File: src/pkg/aie_map.svh
// register offsets, opcode patterns, flag positions and reset values of the add execute block
`ifndef AIE_MAP_SVH
`define AIE_MAP_SVH

// register offsets on the plain register port
`define AIE_REG_CTRL 4'h0
`define AIE_REG_ACC 4'h1
`define AIE_REG_FLAGS 4'h2
`define AIE_REG_BANK 4'h3
`define AIE_REG_IDX 4'h4
`define AIE_REG_STAT 4'h5

// control register fields
`define AIE_CTRL_EXT 0

// status register fields
`define AIE_STAT_BUSY 0

// opcode patterns
`define AIE_OPC_LIT 8'h0f
`define AIE_OPC_FILE 6'h09
`define AIE_BIT_DEST 9
`define AIE_BIT_BANK 8

// flag bit positions
`define AIE_F_C 0
`define AIE_F_DC 1
`define AIE_F_Z 2
`define AIE_F_OV 3
`define AIE_F_N 4

// addressing constants
`define AIE_IDX_LIMIT 8'h5f
`define AIE_ACCESS_SPLIT 8'h80
`define AIE_SFR_PAGE 4'hf
`define AIE_LOW_PAGE 4'h0

// reset values
`define AIE_ACC_RST 8'h00
`define AIE_FLAGS_RST 5'h00
`define AIE_BANK_RST 4'h0
`define AIE_IDX_RST 12'h000
`define AIE_EXT_RST 1'b0

`endif

File: src/pkg/aie_pkg.sv
// types shared by the add execute block
package aie_pkg;

  // instruction phases, one per clock
  typedef enum logic [2:0] {
    ST_IDLE,
    ST_DECODE,
    ST_READ,
    ST_PROC,
    ST_WRITE
  } aie_state_e;

  // recognised instruction kinds
  typedef enum logic [1:0] {
    KIND_NONE,
    KIND_LIT,
    KIND_FILE
  } aie_kind_e;

endpackage

File: src/logic/aie_adder.sv
// 8-bit adder with carry, digit carry, zero, overflow and negative flags
`timescale 1ns/1ps
`include "aie_map.svh"

module aie_adder #(
  parameter int WIDTH = 8
) (
  // operands
  input wire logic [WIDTH-1:0] a_i,
  input wire logic [WIDTH-1:0] b_i,
  // result
  output logic [WIDTH-1:0] sum_o,
  output logic [4:0] flags_o
);

  logic [WIDTH:0] full; // sum with carry out
  logic [4:0] nib; // low nibble sum for digit carry

  // plain add, flags derived from the sum
  always_comb begin
    full = {1'b0, a_i} + {1'b0, b_i};
    nib = {1'b0, a_i[3:0]} + {1'b0, b_i[3:0]};
    sum_o = full[WIDTH-1:0];
    flags_o = 5'h00;
    flags_o[`AIE_F_C] = full[WIDTH];
    flags_o[`AIE_F_DC] = nib[4];
    flags_o[`AIE_F_Z] = (full[WIDTH-1:0] == '0);
    // overflow: like signs in, other sign out
    flags_o[`AIE_F_OV] = (a_i[WIDTH-1] == b_i[WIDTH-1]) && (full[WIDTH-1] != a_i[WIDTH-1]);
    flags_o[`AIE_F_N] = full[WIDTH-1];
  end

endmodule

File: src/logic/aie_core.sv
// add instruction execute core: decode, operand read, add, write back over four phases
// Notes on behaviour
// - upper byte 0000 1111: accumulator plus immediate
// - top bits 0010 01: accumulator plus file register
// - destination bit 0 accumulator, 1 file register
// - bank bit 0 access bank, 1 bank register
// - extended set, bank bit 0, f<=95: indexed
// - immediate add four phases, all five flags updated
//
// Design decisions made here: the address-and-strobe port and the placing of the registers.
`timescale 1ns/1ps
`include "aie_map.svh"

module aie_core #(
  parameter int AW = 12
) (
  // clock, reset, enable
  input wire logic clk_sys_i,
  input wire logic sys_rst_i,
  input wire logic ce_i,
  // instruction stream
  input wire logic instr_valid_i,
  input wire logic [15:0] instr_i,
  output logic instr_ready_o,
  output logic done_o,
  output logic illegal_o,
  // data memory port
  output logic [AW-1:0] mem_addr_o,
  output logic mem_rd_o,
  output logic mem_wr_o,
  output logic [7:0] mem_wdata_o,
  input wire logic [7:0] mem_rdata_i,
  // register port
  input wire logic [3:0] reg_addr_i,
  input wire logic [15:0] reg_wdata_i,
  input wire logic reg_wr_i,
  input wire logic reg_rd_i,
  output logic [15:0] reg_rdata_o,
  // observed state
  output logic [7:0] acc_o,
  output logic [4:0] flags_o
);

  aie_pkg::aie_state_e state_q; // current phase
  aie_pkg::aie_kind_e kind_q; // decoded kind
  logic [15:0] instr_q; // latched instruction word
  logic [7:0] acc_q; // accumulator
  logic [4:0] flags_q; // arithmetic flags
  logic [3:0] bank_q; // bank select register
  logic [AW-1:0] idx_q; // index base for literal offset mode
  logic ext_q; // extended instruction set enable
  logic [7:0] opnd_q; // literal operand
  logic [7:0] res_q; // sum held for write phase
  logic [4:0] rflags_q; // flags held for write phase
  logic ready_q, done_q, illegal_q;
  logic [AW-1:0] addr_q;
  logic rd_q, wr_q;
  logic [7:0] wdata_q;
  logic [15:0] rdata_q;
  logic [7:0] sum; // adder result
  logic [4:0] sflags; // adder flags
  logic [7:0] add_b; // second operand
  logic [7:0] fld; // file field of instruction
  logic [AW-1:0] faddr; // formed file address

  // classify an instruction word
  function automatic aie_pkg::aie_kind_e decode_kind(input logic [15:0] w);
    if (w[15:8] == `AIE_OPC_LIT) begin
      decode_kind = aie_pkg::KIND_LIT;
    end else if (w[15:10] == `AIE_OPC_FILE) begin
      decode_kind = aie_pkg::KIND_FILE;
    end else begin
      decode_kind = aie_pkg::KIND_NONE;
    end
  endfunction

  assign fld = instr_q[7:0];

  // file address: indexed, access bank or banked
  always_comb begin
    if (instr_q[`AIE_BIT_BANK]) begin
      faddr = AW'({bank_q, fld});
    end else if (ext_q && fld <= `AIE_IDX_LIMIT) begin
      faddr = idx_q + AW'(fld);
    end else if (fld < `AIE_ACCESS_SPLIT) begin
      faddr = AW'({`AIE_LOW_PAGE, fld});
    end else begin
      faddr = AW'({`AIE_SFR_PAGE, fld});
    end
  end

  // literal comes from the latch, file data arrives during process phase
  assign add_b = (kind_q == aie_pkg::KIND_LIT) ? opnd_q : mem_rdata_i;

  aie_adder #(
    .WIDTH(8)
  ) u_adder (
    .a_i(acc_q),
    .b_i(add_b),
    .sum_o(sum),
    .flags_o(sflags)
  );

  // phase sequencer, one phase per enabled clock
  always_ff @(posedge clk_sys_i or posedge sys_rst_i) begin
    if (sys_rst_i) begin
      state_q <= aie_pkg::ST_IDLE;
    end else if (ce_i) begin
      case (state_q)
        aie_pkg::ST_IDLE: begin
          if (instr_valid_i && ready_q) begin
            state_q <= aie_pkg::ST_DECODE;
          end
        end
        // unknown words end after decode without effect
        aie_pkg::ST_DECODE: begin
          if (decode_kind(instr_q) == aie_pkg::KIND_NONE) begin
            state_q <= aie_pkg::ST_IDLE;
          end else begin
            state_q <= aie_pkg::ST_READ;
          end
        end
        aie_pkg::ST_READ: state_q <= aie_pkg::ST_PROC;
        aie_pkg::ST_PROC: state_q <= aie_pkg::ST_WRITE;
        aie_pkg::ST_WRITE: state_q <= aie_pkg::ST_IDLE;
        default: state_q <= aie_pkg::ST_IDLE;
      endcase
    end
  end

  // instruction latch and handshake
  always_ff @(posedge clk_sys_i or posedge sys_rst_i) begin
    if (sys_rst_i) begin
      instr_q <= 16'h0000;
      ready_q <= 1'b0;
      kind_q <= aie_pkg::KIND_NONE;
    end else if (ce_i) begin
      // ready only in idle so a word is never taken mid instruction
      ready_q <= (state_q == aie_pkg::ST_IDLE && !(instr_valid_i && ready_q)) ||
                 (state_q == aie_pkg::ST_WRITE) ||
                 (state_q == aie_pkg::ST_DECODE && decode_kind(instr_q) == aie_pkg::KIND_NONE);
      if (state_q == aie_pkg::ST_IDLE && instr_valid_i && ready_q) begin
        instr_q <= instr_i;
      end
      if (state_q == aie_pkg::ST_DECODE) begin
        kind_q <= decode_kind(instr_q);
      end
    end
  end

  // operand read phase and memory strobes
  always_ff @(posedge clk_sys_i or posedge sys_rst_i) begin
    if (sys_rst_i) begin
      addr_q <= '0;
      rd_q <= 1'b0;
      wr_q <= 1'b0;
      wdata_q <= 8'h00;
      opnd_q <= 8'h00;
    end else if (ce_i) begin
      rd_q <= 1'b0;
      wr_q <= 1'b0;
      if (state_q == aie_pkg::ST_DECODE && decode_kind(instr_q) == aie_pkg::KIND_FILE) begin
        addr_q <= faddr;
        rd_q <= 1'b1;
      end
      if (state_q == aie_pkg::ST_DECODE) begin
        opnd_q <= instr_q[7:0];
      end
      // write back to the file in the fourth phase
      if (state_q == aie_pkg::ST_PROC && kind_q == aie_pkg::KIND_FILE && instr_q[`AIE_BIT_DEST]) begin
        wr_q <= 1'b1;
        wdata_q <= sum;
      end
    end
  end

  // process phase: hold sum and flags
  always_ff @(posedge clk_sys_i or posedge sys_rst_i) begin
    if (sys_rst_i) begin
      res_q <= 8'h00;
      rflags_q <= `AIE_FLAGS_RST;
    end else if (ce_i && state_q == aie_pkg::ST_PROC) begin
      res_q <= sum;
      rflags_q <= sflags;
    end
  end

  // accumulator and flags; an instruction commit beats a register write
  always_ff @(posedge clk_sys_i or posedge sys_rst_i) begin
    if (sys_rst_i) begin
      acc_q <= `AIE_ACC_RST;
      flags_q <= `AIE_FLAGS_RST;
    end else if (ce_i) begin
      if (state_q == aie_pkg::ST_WRITE) begin
        flags_q <= rflags_q;
        if (kind_q == aie_pkg::KIND_LIT || !instr_q[`AIE_BIT_DEST]) begin
          acc_q <= res_q;
        end else if (reg_wr_i && reg_addr_i == `AIE_REG_ACC) begin
          acc_q <= reg_wdata_i[7:0];
        end
      end else begin
        if (reg_wr_i && reg_addr_i == `AIE_REG_ACC) begin
          acc_q <= reg_wdata_i[7:0];
        end
        if (reg_wr_i && reg_addr_i == `AIE_REG_FLAGS) begin
          flags_q <= reg_wdata_i[4:0];
        end
      end
    end
  end

  // completion pulses
  always_ff @(posedge clk_sys_i or posedge sys_rst_i) begin
    if (sys_rst_i) begin
      done_q <= 1'b0;
      illegal_q <= 1'b0;
    end else if (ce_i) begin
      done_q <= (state_q == aie_pkg::ST_WRITE);
      illegal_q <= (state_q == aie_pkg::ST_DECODE) && (decode_kind(instr_q) == aie_pkg::KIND_NONE);
    end
  end

  // configuration registers written by software
  always_ff @(posedge clk_sys_i or posedge sys_rst_i) begin
    if (sys_rst_i) begin
      ext_q <= `AIE_EXT_RST;
      bank_q <= `AIE_BANK_RST;
      idx_q <= `AIE_IDX_RST;
    end else if (ce_i && reg_wr_i) begin
      case (reg_addr_i)
        `AIE_REG_CTRL: ext_q <= reg_wdata_i[`AIE_CTRL_EXT];
        `AIE_REG_BANK: bank_q <= reg_wdata_i[3:0];
        `AIE_REG_IDX: idx_q <= reg_wdata_i[AW-1:0];
        default: ;
      endcase
    end
  end

  // read data valid only in the cycle after the strobe; unmapped reads zero
  always_ff @(posedge clk_sys_i or posedge sys_rst_i) begin
    if (sys_rst_i) begin
      rdata_q <= 16'h0000;
    end else if (ce_i) begin
      rdata_q <= 16'h0000;
      if (reg_rd_i) begin
        case (reg_addr_i)
          `AIE_REG_CTRL: rdata_q <= {15'h0000, ext_q};
          `AIE_REG_ACC: rdata_q <= {8'h00, acc_q};
          `AIE_REG_FLAGS: rdata_q <= {11'h000, flags_q};
          `AIE_REG_BANK: rdata_q <= {12'h000, bank_q};
          `AIE_REG_IDX: rdata_q <= 16'(idx_q);
          `AIE_REG_STAT: rdata_q <= {15'h0000, state_q != aie_pkg::ST_IDLE};
          default: rdata_q <= 16'h0000;
        endcase
      end
    end
  end

  assign instr_ready_o = ready_q;
  assign done_o = done_q;
  assign illegal_o = illegal_q;
  assign mem_addr_o = addr_q;
  assign mem_rd_o = rd_q;
  assign mem_wr_o = wr_q;
  assign mem_wdata_o = wdata_q;
  assign reg_rdata_o = rdata_q;
  assign acc_o = acc_q;
  assign flags_o = flags_q;
endmodule

File: config.mk
export PLATFORM = sky130hd
export DESIGN_NAME = aie_core
export DESIGN_NICKNAME = d
export VERILOG_FILES = /design/src/pkg/aie_pkg.sv /design/src/logic/aie_adder.sv /design/src/logic/aie_core.sv
export VERILOG_INCLUDE_DIRS = /design/src /design/src/pkg
export SDC_FILE = /design/constraint.sdc
export NUM_CORES = 1
export LEC_CHECK = 0
export BUFFER_PORTS_ARGS = -buffer_cell sky130_fd_sc_hd__clkbuf_2
export CELL_PAD_IN_SITES_DETAIL_PLACEMENT = 0
export CELL_PAD_IN_SITES_GLOBAL_PLACEMENT = 2
export CORE_UTILIZATION = 31
export CTS_CLUSTER_SIZE = 28
export DETAILED_ROUTE_END_ITERATION = 12
export PLACE_DENSITY_LB_ADDON = 0.1
export SLEW_MARGIN = 0
export SYNTH_ARGS = -nofsm -noshare
export SYNTH_HDL_FRONTEND = slang
export SYNTH_SLANG_ARGS = --single-unit
export TNS_END_PERCENT = 100
File: constraint.sdc
create_clock -name clk_sys_i -period 3.6 [get_ports clk_sys_i]
set_input_delay 0.72 -clock clk_sys_i [delete_from_list [all_inputs] [get_ports clk_sys_i]]
set_output_delay 0.72 -clock clk_sys_i [all_outputs]
set_load 0.05 [all_outputs]
==> impl_results.md, run 1 <==
* Status: finished clean
* Post CTS Setup Buffer Count at 0
* CTS sink cnt at around 110
* Chip width at between 100 and 150 um
* Routability Congestion at 0.771
* Reg2reg start: kind_q[0]
* Most common cell after layout, fill and taps aside: dfrtp_1
* Setup violators final at 0
* Max Clock Skew at approximately 0.0065 ns
* Hold slack final at between 0.4 and 0.5 ns
* Core Box Area at 17400 sq um
* I/O Buffers at 95
* First-pass iteration count of the detailed router at 4
* Latest clock arrival within the worst-skew pair at 0.35 ns
* Worst EP arrival at 3.27 ns
* Root buf cell: clkbuf_16
* GRT overflow at 0
* Final min period at 3.01 ns
* Maximum vdd drop at just under 0.0003 V
* I/O pin count at between 100 and 150
* Die height at 135 um
* Yosys reg bits at 108
* Mean Syn Cell Area at 10.0 sq um
* P_leak at 3.04 nW
* Largest net degree at the start of global routing at 62
* Drt via density at 4.94
* Syn-to-layout area delta at 17.9%
* CP required at between 3 and 4 ns
* Critical path type: flip-flop to flip-flop
* Critical Path End Type: flip-flop
* Yosys warns at 0
* Startpoint Class: flip-flop
* Tcrit/Tclk final at 0.837
* CTS Buf Count at 9
* Placed cell count at 852
* Fin. max-slew vios at 0
* Netlist cell types at 54
* Mapped Area at around 5500 sq um
* EDFF count, synth at 0
* Pwr dens at approximately 800 nW/um^2
* Worst r2r dst: rflags_q[2]
* Cell Area, Placed at 6230 sq um
* RSZ-0062 raised after global routing: false
* Worst slew pin tran at around 0.75 ns
* Setup TNS at 0 ns
* Initial antenna violation count at 0
* Final Util at 0.374
* CTS tree: built
* R2r worst-path depth at 10
* # resized after CTS at 0
* Starting Density at 0.317
* Iter 0 DRT Violations at 225
* Vias at 4286
* Nets at 706
* DRC viols at 0
* H-tree depth at 3
* Layout cells sized above 1 at 0.272
* N_diodes at 0
* Final Hold Fails at 0
* Reg clk slew, reported paths at 0.07 ns
* Cells after synthesis at between 500 and 600
* Max frequency at around 0.33 GHz
* Seq/Total Area, Yosys at 0.490
* HP Class: input pin to async pin
* Max_cap viols at 0
* Routed Antenna Nets at 0
* Layout Cells excl Fill at roughly 870
* Post-route cell area at 6500 sq um
* CP max FO at 9
* Flop-to-flop setup slack at 0.59 ns
* Die ar. at between 15000 and 20000 sq um
* Max_slew headroom at 0.494
* Ys flop type: dfrtp_1
* Gr usage total at 0.178
* Number of global-route vias before repair at about 4400
* Post-Route WL at between 15 and 20 mm
* First-pass GRT wire length at roughly 24 mm
* Async SR Flop Fraction at 1.00
* Hpwl dp at 11.6 mm
* Setup crit start: kind_q[0]
* Num rows at 48
* Most frequent cells in the layout: dfrtp_1 (108), clkbuf_2 (95), nand2_1 (84)
* Hold_buf cts at 0
* Worst-case clock buffer depth at 2
* Wire length per cell at 17.6 um
-- worst max path at each step --
stage                   to  depth (start not counted)  slack, ns
6_report       rflags_q[2]                         10       0.59
5_1_grt        rflags_q[2]                          9       0.34
4_1_cts        rflags_q[2]                          9       0.56
3_5_place_dp   rflags_q[2]                          9       0.58
3_3_place_gp   rflags_q[2]                         10       0.61
2_1_floorplan     acc_o[0]                          1       0.03
-- report_power, final --
group	switching (mW)	internal, mW
logic	1.34	0.746
registers	0.449	1.59
clock network	0.460	0.470
total	2.24	2.81
-- sequential cells by signal (all words and copies together) (netlist names) --
register       count
mem_rd_o           1
mem_wr_o           1
acc_o              8
mem_addr_o        12
mem_wdata_o        8
rflags_q           4
reg_rdata_o       12
kind_q             2
instr_ready_o      1
state_q            3
bank_q             4
idx_q             12
done_o             1
instr_q           16
opnd_q             8
ext_q              1
illegal_o          1
res_q              8
flags_o            5
-- area by class of cell --
type / instances / area [sq um]
Tap cell: 225 / 282
Inverter: 32 / 123
Fill cell: 1799 / 10900
Clock buffer: 10 / 229
Clock inverter: 6 / 41.3
Sequential cell: 108 / 2700
Multi-Input combinational cell: 384 / 2570
Timing Repair Buffer: 103 / 548
-- metrics by stage --
step / power (mW) / setup WS (ns)
final: 5.05 / 0.588
after global placement: 4.15 / 0.614
after floorplan: 3.52 / 0.0344
after global routing: 5.42 / 0.338
after detailed placement: 4.18 / 0.580
after CTS: 5.13 / 0.563
-- critical path: stages (launching register included) --
cell and delay, ns:
dfrtp_1 0.42, nand2b_1 0.31, mux2_2 0.39, ha_1 0.22, fa_1 0.44, a211oi_1 0.27, o21bai_1 0.12, a21oi_1 0.24
xnor2_1 0.20, nand2_1 0.10, o31ai_1 0.22
-- cell usage after synthesis, types with 2 or more instances --
library cell / instances / area [sq um]
dfrtp_1: 108 / 2700
nand2_1: 84 / 315
mux2_2: 48 / 541
a21oi_1: 37 / 185
o21ai_0: 35 / 175
inv_1: 32 / 120
nor2_1: 25 / 93.8
o22ai_1: 20 / 125
clkbuf_1: 17 / 63.8
ha_1: 16 / 200
mux2i_1: 13 / 130
nor3_1: 10 / 50.1
xnor2_1: 9 / 78.8
nor2b_1: 8 / 50.1
a22oi_1: 7 / 52.6
or3_1: 6 / 37.5
a21o_1: 5 / 37.5
o21bai_1: 5 / 37.5
a2111oi_0: 4 / 35.0
a211oi_1: 4 / 30.0
buf_4: 4 / 30.0
buf_1: 3 / 11.3
buf_2: 3 / 15.0
nand2b_1: 3 / 18.8
nand4_1: 3 / 18.8
o31ai_1: 3 / 22.5
o41ai_1: 3 / 26.3
xor2_1: 3 / 26.3
fa_1: 2 / 40.0
nand3_1: 2 / 10.0
nand3b_1: 2 / 15.0
nor3_2: 2 / 20.0
nor3b_1: 2 / 15.0
-- per-layer routing --
layer,part of all wire,vias to the layer above,GRT usage
met5,0,-,0
met4,0.021,0,0.0668
met3,0.035,21,0.0258
met2,0.46,85,0.280
met1,0.49,2070,0.245
li1,-,2110,-
-- cells by family after synthesis --
| group | share of synthesized area |
|---|---|
| other | 0.000681 |
| muxes | 0.126 |
| adders and majority gates | 0.0436 |
| DFF | 0.490 |
| xor gates and xnor gates | 0.0191 |
| buffers and inverters | 0.0445 |
| and+or+nand+nor | 0.132 |
| AOI/OAI and AO/OA | 0.144 |
No activity file was read; power rests on OpenSTA's default activity.
==> run 2: changes to the inputs <==
--- a/config.mk
+++ b/config.mk
@@ -6,10 +6,11 @@
 export SDC_FILE = /design/constraint.sdc
 export NUM_CORES = 1
 export LEC_CHECK = 0
+export ABC_AREA = 1
 export BUFFER_PORTS_ARGS = -buffer_cell sky130_fd_sc_hd__clkbuf_2
 export CELL_PAD_IN_SITES_DETAIL_PLACEMENT = 0
 export CELL_PAD_IN_SITES_GLOBAL_PLACEMENT = 2
-export CORE_UTILIZATION = 31
+export CORE_UTILIZATION = 33
 export CTS_CLUSTER_SIZE = 28
 export DETAILED_ROUTE_END_ITERATION = 12
 export PLACE_DENSITY_LB_ADDON = 0.1
==> constraint.sdc (replaced) <==
create_clock -name clk_sys_i -period 3 [get_ports clk_sys_i]
set_input_delay 0.6 -clock clk_sys_i [delete_from_list [all_inputs] [get_ports clk_sys_i]]
set_output_delay 0.6 -clock clk_sys_i [all_outputs]
set_load 0.05 [all_outputs]
==> impl_results.md, run 2 <==
* First-pass GRT wire length at 26.3 mm
* Switching Fraction at 0.482
* Met1 Use GR at 0.274
* Wire length per cell at 16.1 um
* Top cells by area, synth: dfrtp_1 (48%), nand2_1 (14%), o21ai_0 (6.3%), inv_1 (5.3%), ha_1 (3.5%)
* Setup violators final at 0
* Post-synthesis adder-cell area fraction at 0.0422
* Nets at 862
* Post CTS Setup Buffer Count at 0
* CTS Buf Count at 9
* Yosys reg bits at 108
* RSZ-0062 raised after global routing: false
* Netlist cell types at between 40 and 50
* Fin. max-slew vios at 0
* Most common cell after layout, fill and taps aside: nand2_1
* Hold_buf cts at 0
* CTS tree: built
* FF+latch area at ~2700 sq um
* Largest family of logic cells by synthesized area: simple AND/OR/NAND/NOR gates
* Ys flop type: dfrtp_1
* I/O Buffers at 95
* Number of flip-flops in the largest register at 16
* Synth Area in Simple Gates at 0.230
* I/O pin count at 104
* Compound-cell area share of the yosys netlist at 0.145
* Startpoint Class: flip-flop
* Post-Route WL at roughly 16 mm
* Sw power at 3.39 mW
* DRC viols at 0
* Seq/Total Area, Yosys at 0.475
* Combinational power share at 0.469
* Reg2reg start: kind_q[1]
* Bufs and invs on worst path at 1
* Largest net degree at the start of global routing at 109
* N_diodes at 0
* Maximum vdd drop at 0.000680 V
* Filler Cell Count at 1809
* Final min period at between 2 and 2.5 ns
* Most frequent cells in the layout: nand2_1 (208), dfrtp_1 (108), clkbuf_2 (95)
* Max_slew headroom at 0.548
* Layout cells sized above 1 at 0.190
* Mux share of post-synthesis cell area at 0.0198
* Die ar. at around 18000 sq um
* Drt via density at 4.79
* HP Class: input pin to async pin
* Chip width at 133 um
* Most frequent cells after synthesis: nand2_1 (208), dfrtp_1 (108), inv_1 (80)
* Clock group share of total power at 0.182
* Mapped Area at 5690 sq um
* R2r worst-path depth at 13
* Cell Int Power at ~3.6 mW
* Crit-path leading delay family: simple AND/OR/NAND/NOR gates
* Cell taking the most area after synthesis: dfrtp_1
* Worst path cell trace: nor2_4 -> inv_4 -> nand2_1 -> nand2_1 -> ha_1 -> fa_1 -> xnor2_1 -> nand2_1 -> nor2_1 -> nand3_1 -> nor2_1 -> nand3_1 -> nand2_1
* Sequential share of power at 0.349
* EDFF count, synth at 0
* Worst slew pin tran at 0.676 ns
* Met3 Resource Use GR at 0.0244
* Iter 0 DRT Violations at 287
* Reg with most FFs: instr_q
* WP depth at 13
* Area of the multi-input gates at 2580 sq um
* Initial antenna violation count at 0
* Final worst slack at 0.594 ns
* Synth top area share at 0.475
* Number of global-route vias before repair at 4815
* Max_cap viols at 0
* P_leak at ~3.5 nW
* CP max FO at 10
* Routed Antenna Nets at 0
* Critical path type: flip-flop to flip-flop
* Async SR Flop Fraction at 1.00
* Reg clk slew, reported paths at around 0.08 ns
* Num rows at 47
* Synth Area in XOR/XNOR at 0.0139
* Gr usage total at 0.196
* Hpwl dp at 12.8 mm
* Cell mode on critical path: nand2_1
* Max Clock Skew at 0.00914 ns
* Worst r2r dst: rflags_q[2]
* Max frequency at 0.416 GHz
* H-tree depth at 3
* Routing usage on met2 at 0.314
* CTS sink cnt at 108
* Syn-to-layout area delta at 18.5%
* Setup TNS at 0 ns
* Cells after synthesis at between 600 and 700
* Yosys warns at 0
* Slowest-stage cell, CP: fa_1
* GRT overflow at 0
* Gr busiest metal: met2
* Mean Syn Cell Area at 8.18 sq um
* First-pass iteration count of the detailed router at 4
* Core Box Area at between 15000 and 20000 sq um
* Tcrit/Tclk final at 0.802
* Routability Congestion at 0.808
* Vias at 4885
* Root buf cell: clkbuf_16
* Starting Density at 0.341
* Critical Path End Type: flip-flop
* Most common cell in the netlist: nand2_1
* Die height at 133 um
* # resized after CTS at 0
* Pwr dens at 1040 nW/um^2
* Post-place setup slack at approximately 0.6 ns
* Latest clock arrival within the worst-skew pair at 0.36 ns
* Status: finished clean
* Final Hold Fails at 0
* Flop-to-flop setup slack at about 0.59 ns
* Worst EP arrival at 2.71 ns
* Slowest stage delay, CP at between 0.4 and 0.5 ns
* Worst-case clock buffer depth at 2
* CP required at 3.31 ns
-- run 2: cells by family (layout without fill, tap and decap cells) --
kind of cell,Yosys count,after routing
XOR/XNOR,9,9
flip-flops,108,108
buffers and inverters,103,204
multiplexers,10,10
AND/OR/NAND/NOR,306,306
adder cells (fa/ha/maj),18,18
AO/OA/AOI/OAI,140,140
other,1,4
-- run 2: worst max path at each step --
| stage | end | slack [ns] | start |
|---|---|---|---|
| after global placement | rflags_q[2] | 0.60 | kind_q[1] |
| after CTS | rflags_q[2] | 0.57 | kind_q[1] |
| after global routing | rflags_q[2] | 0.33 | kind_q[1] |
| after floorplan | rflags_q[2] | 0.90 | kind_q[1] |
| final | rflags_q[2] | 0.59 | kind_q[1] |
| after detailed placement | rflags_q[2] | 0.58 | kind_q[1] |
-- run 2: power groups by stage --
stage               logic, mW  clock network, mW  registers [mW]
finish                   3.30               1.28            2.45
global route             3.72               1.37            2.51
CTS                      3.34               1.32            2.46
detailed placement       3.33                  0            2.49
global placement         3.30                  0            2.47
floorplan                1.90                  0            2.90
-- run 2: layer usage --
layer | wire length, um | up-vias
met4 | 168 | 0
met5 | 0 | -
met3 | 504 | 12
met1 | 8110 | 2296
li1 | - | 2468
met2 | 7630 | 109
-- run 2: final cells by class --
cell class              count  share of cell area
repair buffers            100              0.0780
inverters                  88              0.0503
clock inverters             5             0.00984
flip-flops and latches    108               0.401
multi-input cells         487               0.383
well taps                 220              0.0408
clock buffers              11              0.0375
-- run 2: per-stage QoR --
step                instance area (sq um)  hold WS (ns)  power, mW  utilization  cells
floorplan                            5700         0.450       4.81            -    698
global placement                     6420         0.463       5.78        0.384   1003
detailed placement                   6420         0.468       5.81        0.384   1003
CTS                                  6740         0.418       7.13        0.404   1019
global route                         6740         0.431       7.60        0.404   1019
finish                               6740         0.379       7.03        0.404   1019
-- run 2: worst reg2reg max path: cells and delay by family, from the launching register on --
| kind | cells | cell delay, ns |
|---|---|---|
| flops | 1 | 0.43 |
| simple gates | 9 | 0.90 |
| fa+ha+maj | 2 | 0.64 |
| xor+xnor | 1 | 0.29 |
| buf+inv | 1 | 0.10 |
==> run 3: changes to the inputs <==
--- a/config.mk
+++ b/config.mk
@@ -6,11 +6,11 @@
 export SDC_FILE = /design/constraint.sdc
 export NUM_CORES = 1
 export LEC_CHECK = 0
-export ABC_AREA = 1
+export ABC_AREA = 0
 export BUFFER_PORTS_ARGS = -buffer_cell sky130_fd_sc_hd__clkbuf_2
 export CELL_PAD_IN_SITES_DETAIL_PLACEMENT = 0
 export CELL_PAD_IN_SITES_GLOBAL_PLACEMENT = 2
-export CORE_UTILIZATION = 33
+export CORE_UTILIZATION = 31
 export CTS_CLUSTER_SIZE = 28
 export DETAILED_ROUTE_END_ITERATION = 12
 export PLACE_DENSITY_LB_ADDON = 0.1
==> constraint.sdc (replaced) <==
create_clock -name clk_sys_i -period 2 [get_ports clk_sys_i]
set_input_delay 0.4 -clock clk_sys_i [delete_from_list [all_inputs] [get_ports clk_sys_i]]
set_output_delay 0.4 -clock clk_sys_i [all_outputs]
set_load 0.05 [all_outputs]
==> impl_results.md, run 3 (same netlist as run 1, synthesis figures left out) <==
* Status: finished, violations left
* Reg clk slew, reported paths at 0.08 ns
* Bufs and invs on worst path at 1
* Critical Path End Type: flip-flop
* CTS tree: built
* Worst slew pin tran at 0.617 ns
* CP required at 2.25 ns
* Flop-to-flop setup slack at -0.51 ns
* Pwr dens at approximately 1400 nW/um^2
* Maximum vdd drop at 0.000496 V
* HP Class: input pin to async pin
* Slowest stage delay, CP at 0.38 ns
* Hpwl dp at around 13 mm
* Pwr Total at 11.1 mW
* Final min period at 2.51 ns
* DRC viols at 0
* Drt via density at 4.85
* GRT overflow at 0
* CTS Buf Count at 9
* I/O pin count at roughly 100
* H-tree depth at 3
* Filler Cell Count at 1724
* CTS sink cnt at 108
* Hold_buf cts at 0
* Latest clock arrival within the worst-skew pair at 0.36 ns
* Nets at 801
* Post-place setup slack at -0.547 ns
* Worst path cell trace: nand2b_4 -> mux2_4 -> ha_4 -> buf_4 -> a211oi_2 -> o21bai_2 -> or3_4 -> a31oi_4 -> xnor2_2 -> mux2_2
* Violated checks: negative setup slack
* Critical path type: flip-flop to flip-flop
* R2r worst-path depth at 10
* Number of global-route vias before repair at 4824
* Hold slack final at 0.171 ns
* WP depth at 10
* Worst r2r dst: res_q[7]
* Num rows at 48
* Fin. max-slew vios at 0
* Most common cell after layout, fill and taps aside: dfrtp_1
* Reg with most FFs: instr_q
* Crit-path leading delay family: multiplexers
* Max frequency at between 0.3 and 0.4 GHz
* Max Clock Skew at 0.00539 ns
* Post-Route WL at between 15 and 20 mm
* Layout cells sized above 1 at 0.439
* Largest net degree at the start of global routing at 109
* Starting Density at 0.317
* Vias at 4668
* Tcrit/Tclk final at 1.26
* Setup violators final at 18
* Final Util at 0.442
* Number of flip-flops in the largest register at 16
* RSZ-0062 raised after global routing: true
* CP max FO at 4
* Routed Antenna Nets at 0
* Worst EP arrival at about 2.8 ns
* Most frequent cells in the layout: dfrtp_1 (107), clkbuf_2 (95), buf_4 (93)
* Routability Congestion at 0.856
* Worst-case clock buffer depth at 2
* Final worst slack at -0.511 ns
* Gr usage total at 0.197
* Iter 0 DRT Violations at 190
* N_diodes at 0
* Crit path capture: res_q[7]
* Setup crit start: kind_q[1]
* First-pass GRT wire length at 26.9 mm
* P_leak at 3.62 nW
* Setup TNS at -4.81 ns
* First-pass iteration count of the detailed router at 4
* Max_cap viols at 0
* Syn-to-layout area delta at 39.4%
* Initial antenna violation count at 0
* Wire length per cell at 17.8 um
* Max_slew headroom at 0.589
* Startpoint Class: flip-flop
* Core Box Area at 17400 sq um
* Slowest-stage cell, CP: dfrtp_1
* Die ar. at between 15000 and 20000 sq um
* Final Hold Fails at 0
* Chip width at 135 um
* Die height at 135 um
* I/O Buffers at 95
* Root buf cell: clkbuf_16
* Reg2reg start: kind_q[1]
run 3: stage by stage:
stage	cell area, sq um	std cells
after global placement	7030	942
final	7680	963
after floorplan	5650	552
after CTS	7510	962
after detailed placement	7030	942
after global routing	7680	963
run 3: how the worst min path moves through the flow:
stage / startpoint / end / slack [ns] / depth (start not counted)
after global placement: mem_addr_o[7] / mem_addr_o[7] / 0.46 / 1
final: sys_rst_i / instr_q[5] / 0.17 / 3
after floorplan: opnd_q[3] / opnd_q[3] / 0.44 / 2
after CTS: sys_rst_i / instr_q[11] / 0.23 / 3
after detailed placement: mem_addr_o[7] / mem_addr_o[7] / 0.46 / 1
after global routing: sys_rst_i / instr_q[5] / 0.25 / 3
run 3: timing repair:
item	4_1_cts	5_1_grt
gates resized for setup	39	31
setup endpoints to repair	25	28
pin swaps	24	16
endpoints found under the hold margin	0	0
buffers inserted	6	1
run 3: routing by layer:
metal | GRT usage | routed length, um
met5 | 0 | 0
met4 | 0.0655 | 270
met3 | 0.0228 | 422
met2 | 0.320 | 8110
met1 | 0.273 | 8380
run 3: layout make-up:
cell class              instances  area, sq um  share of cell area
multi-input cells             384         2970               0.387
flip-flops and latches        108         2700               0.352
repair buffers                198         1310               0.171
well taps                     225          282              0.0367
clock buffers                  10          239              0.0311
inverters                      32          124              0.0161
clock inverters                 6         46.3             0.00603
run 3: tightest hold or removal path, cell delays in order:
cell	delay, ns
clkbuf_2	0.10
clkinvlp_4	0.07
buf_12	0.42
run 3: where the power goes:
part	switching, mW	leakage, nW	internal, mW
Clock	0.882	0.135	0.890
Sequential	0.663	1.39	2.87
Combinational	3.24	2.10	2.54
Total	4.78	3.62	6.30
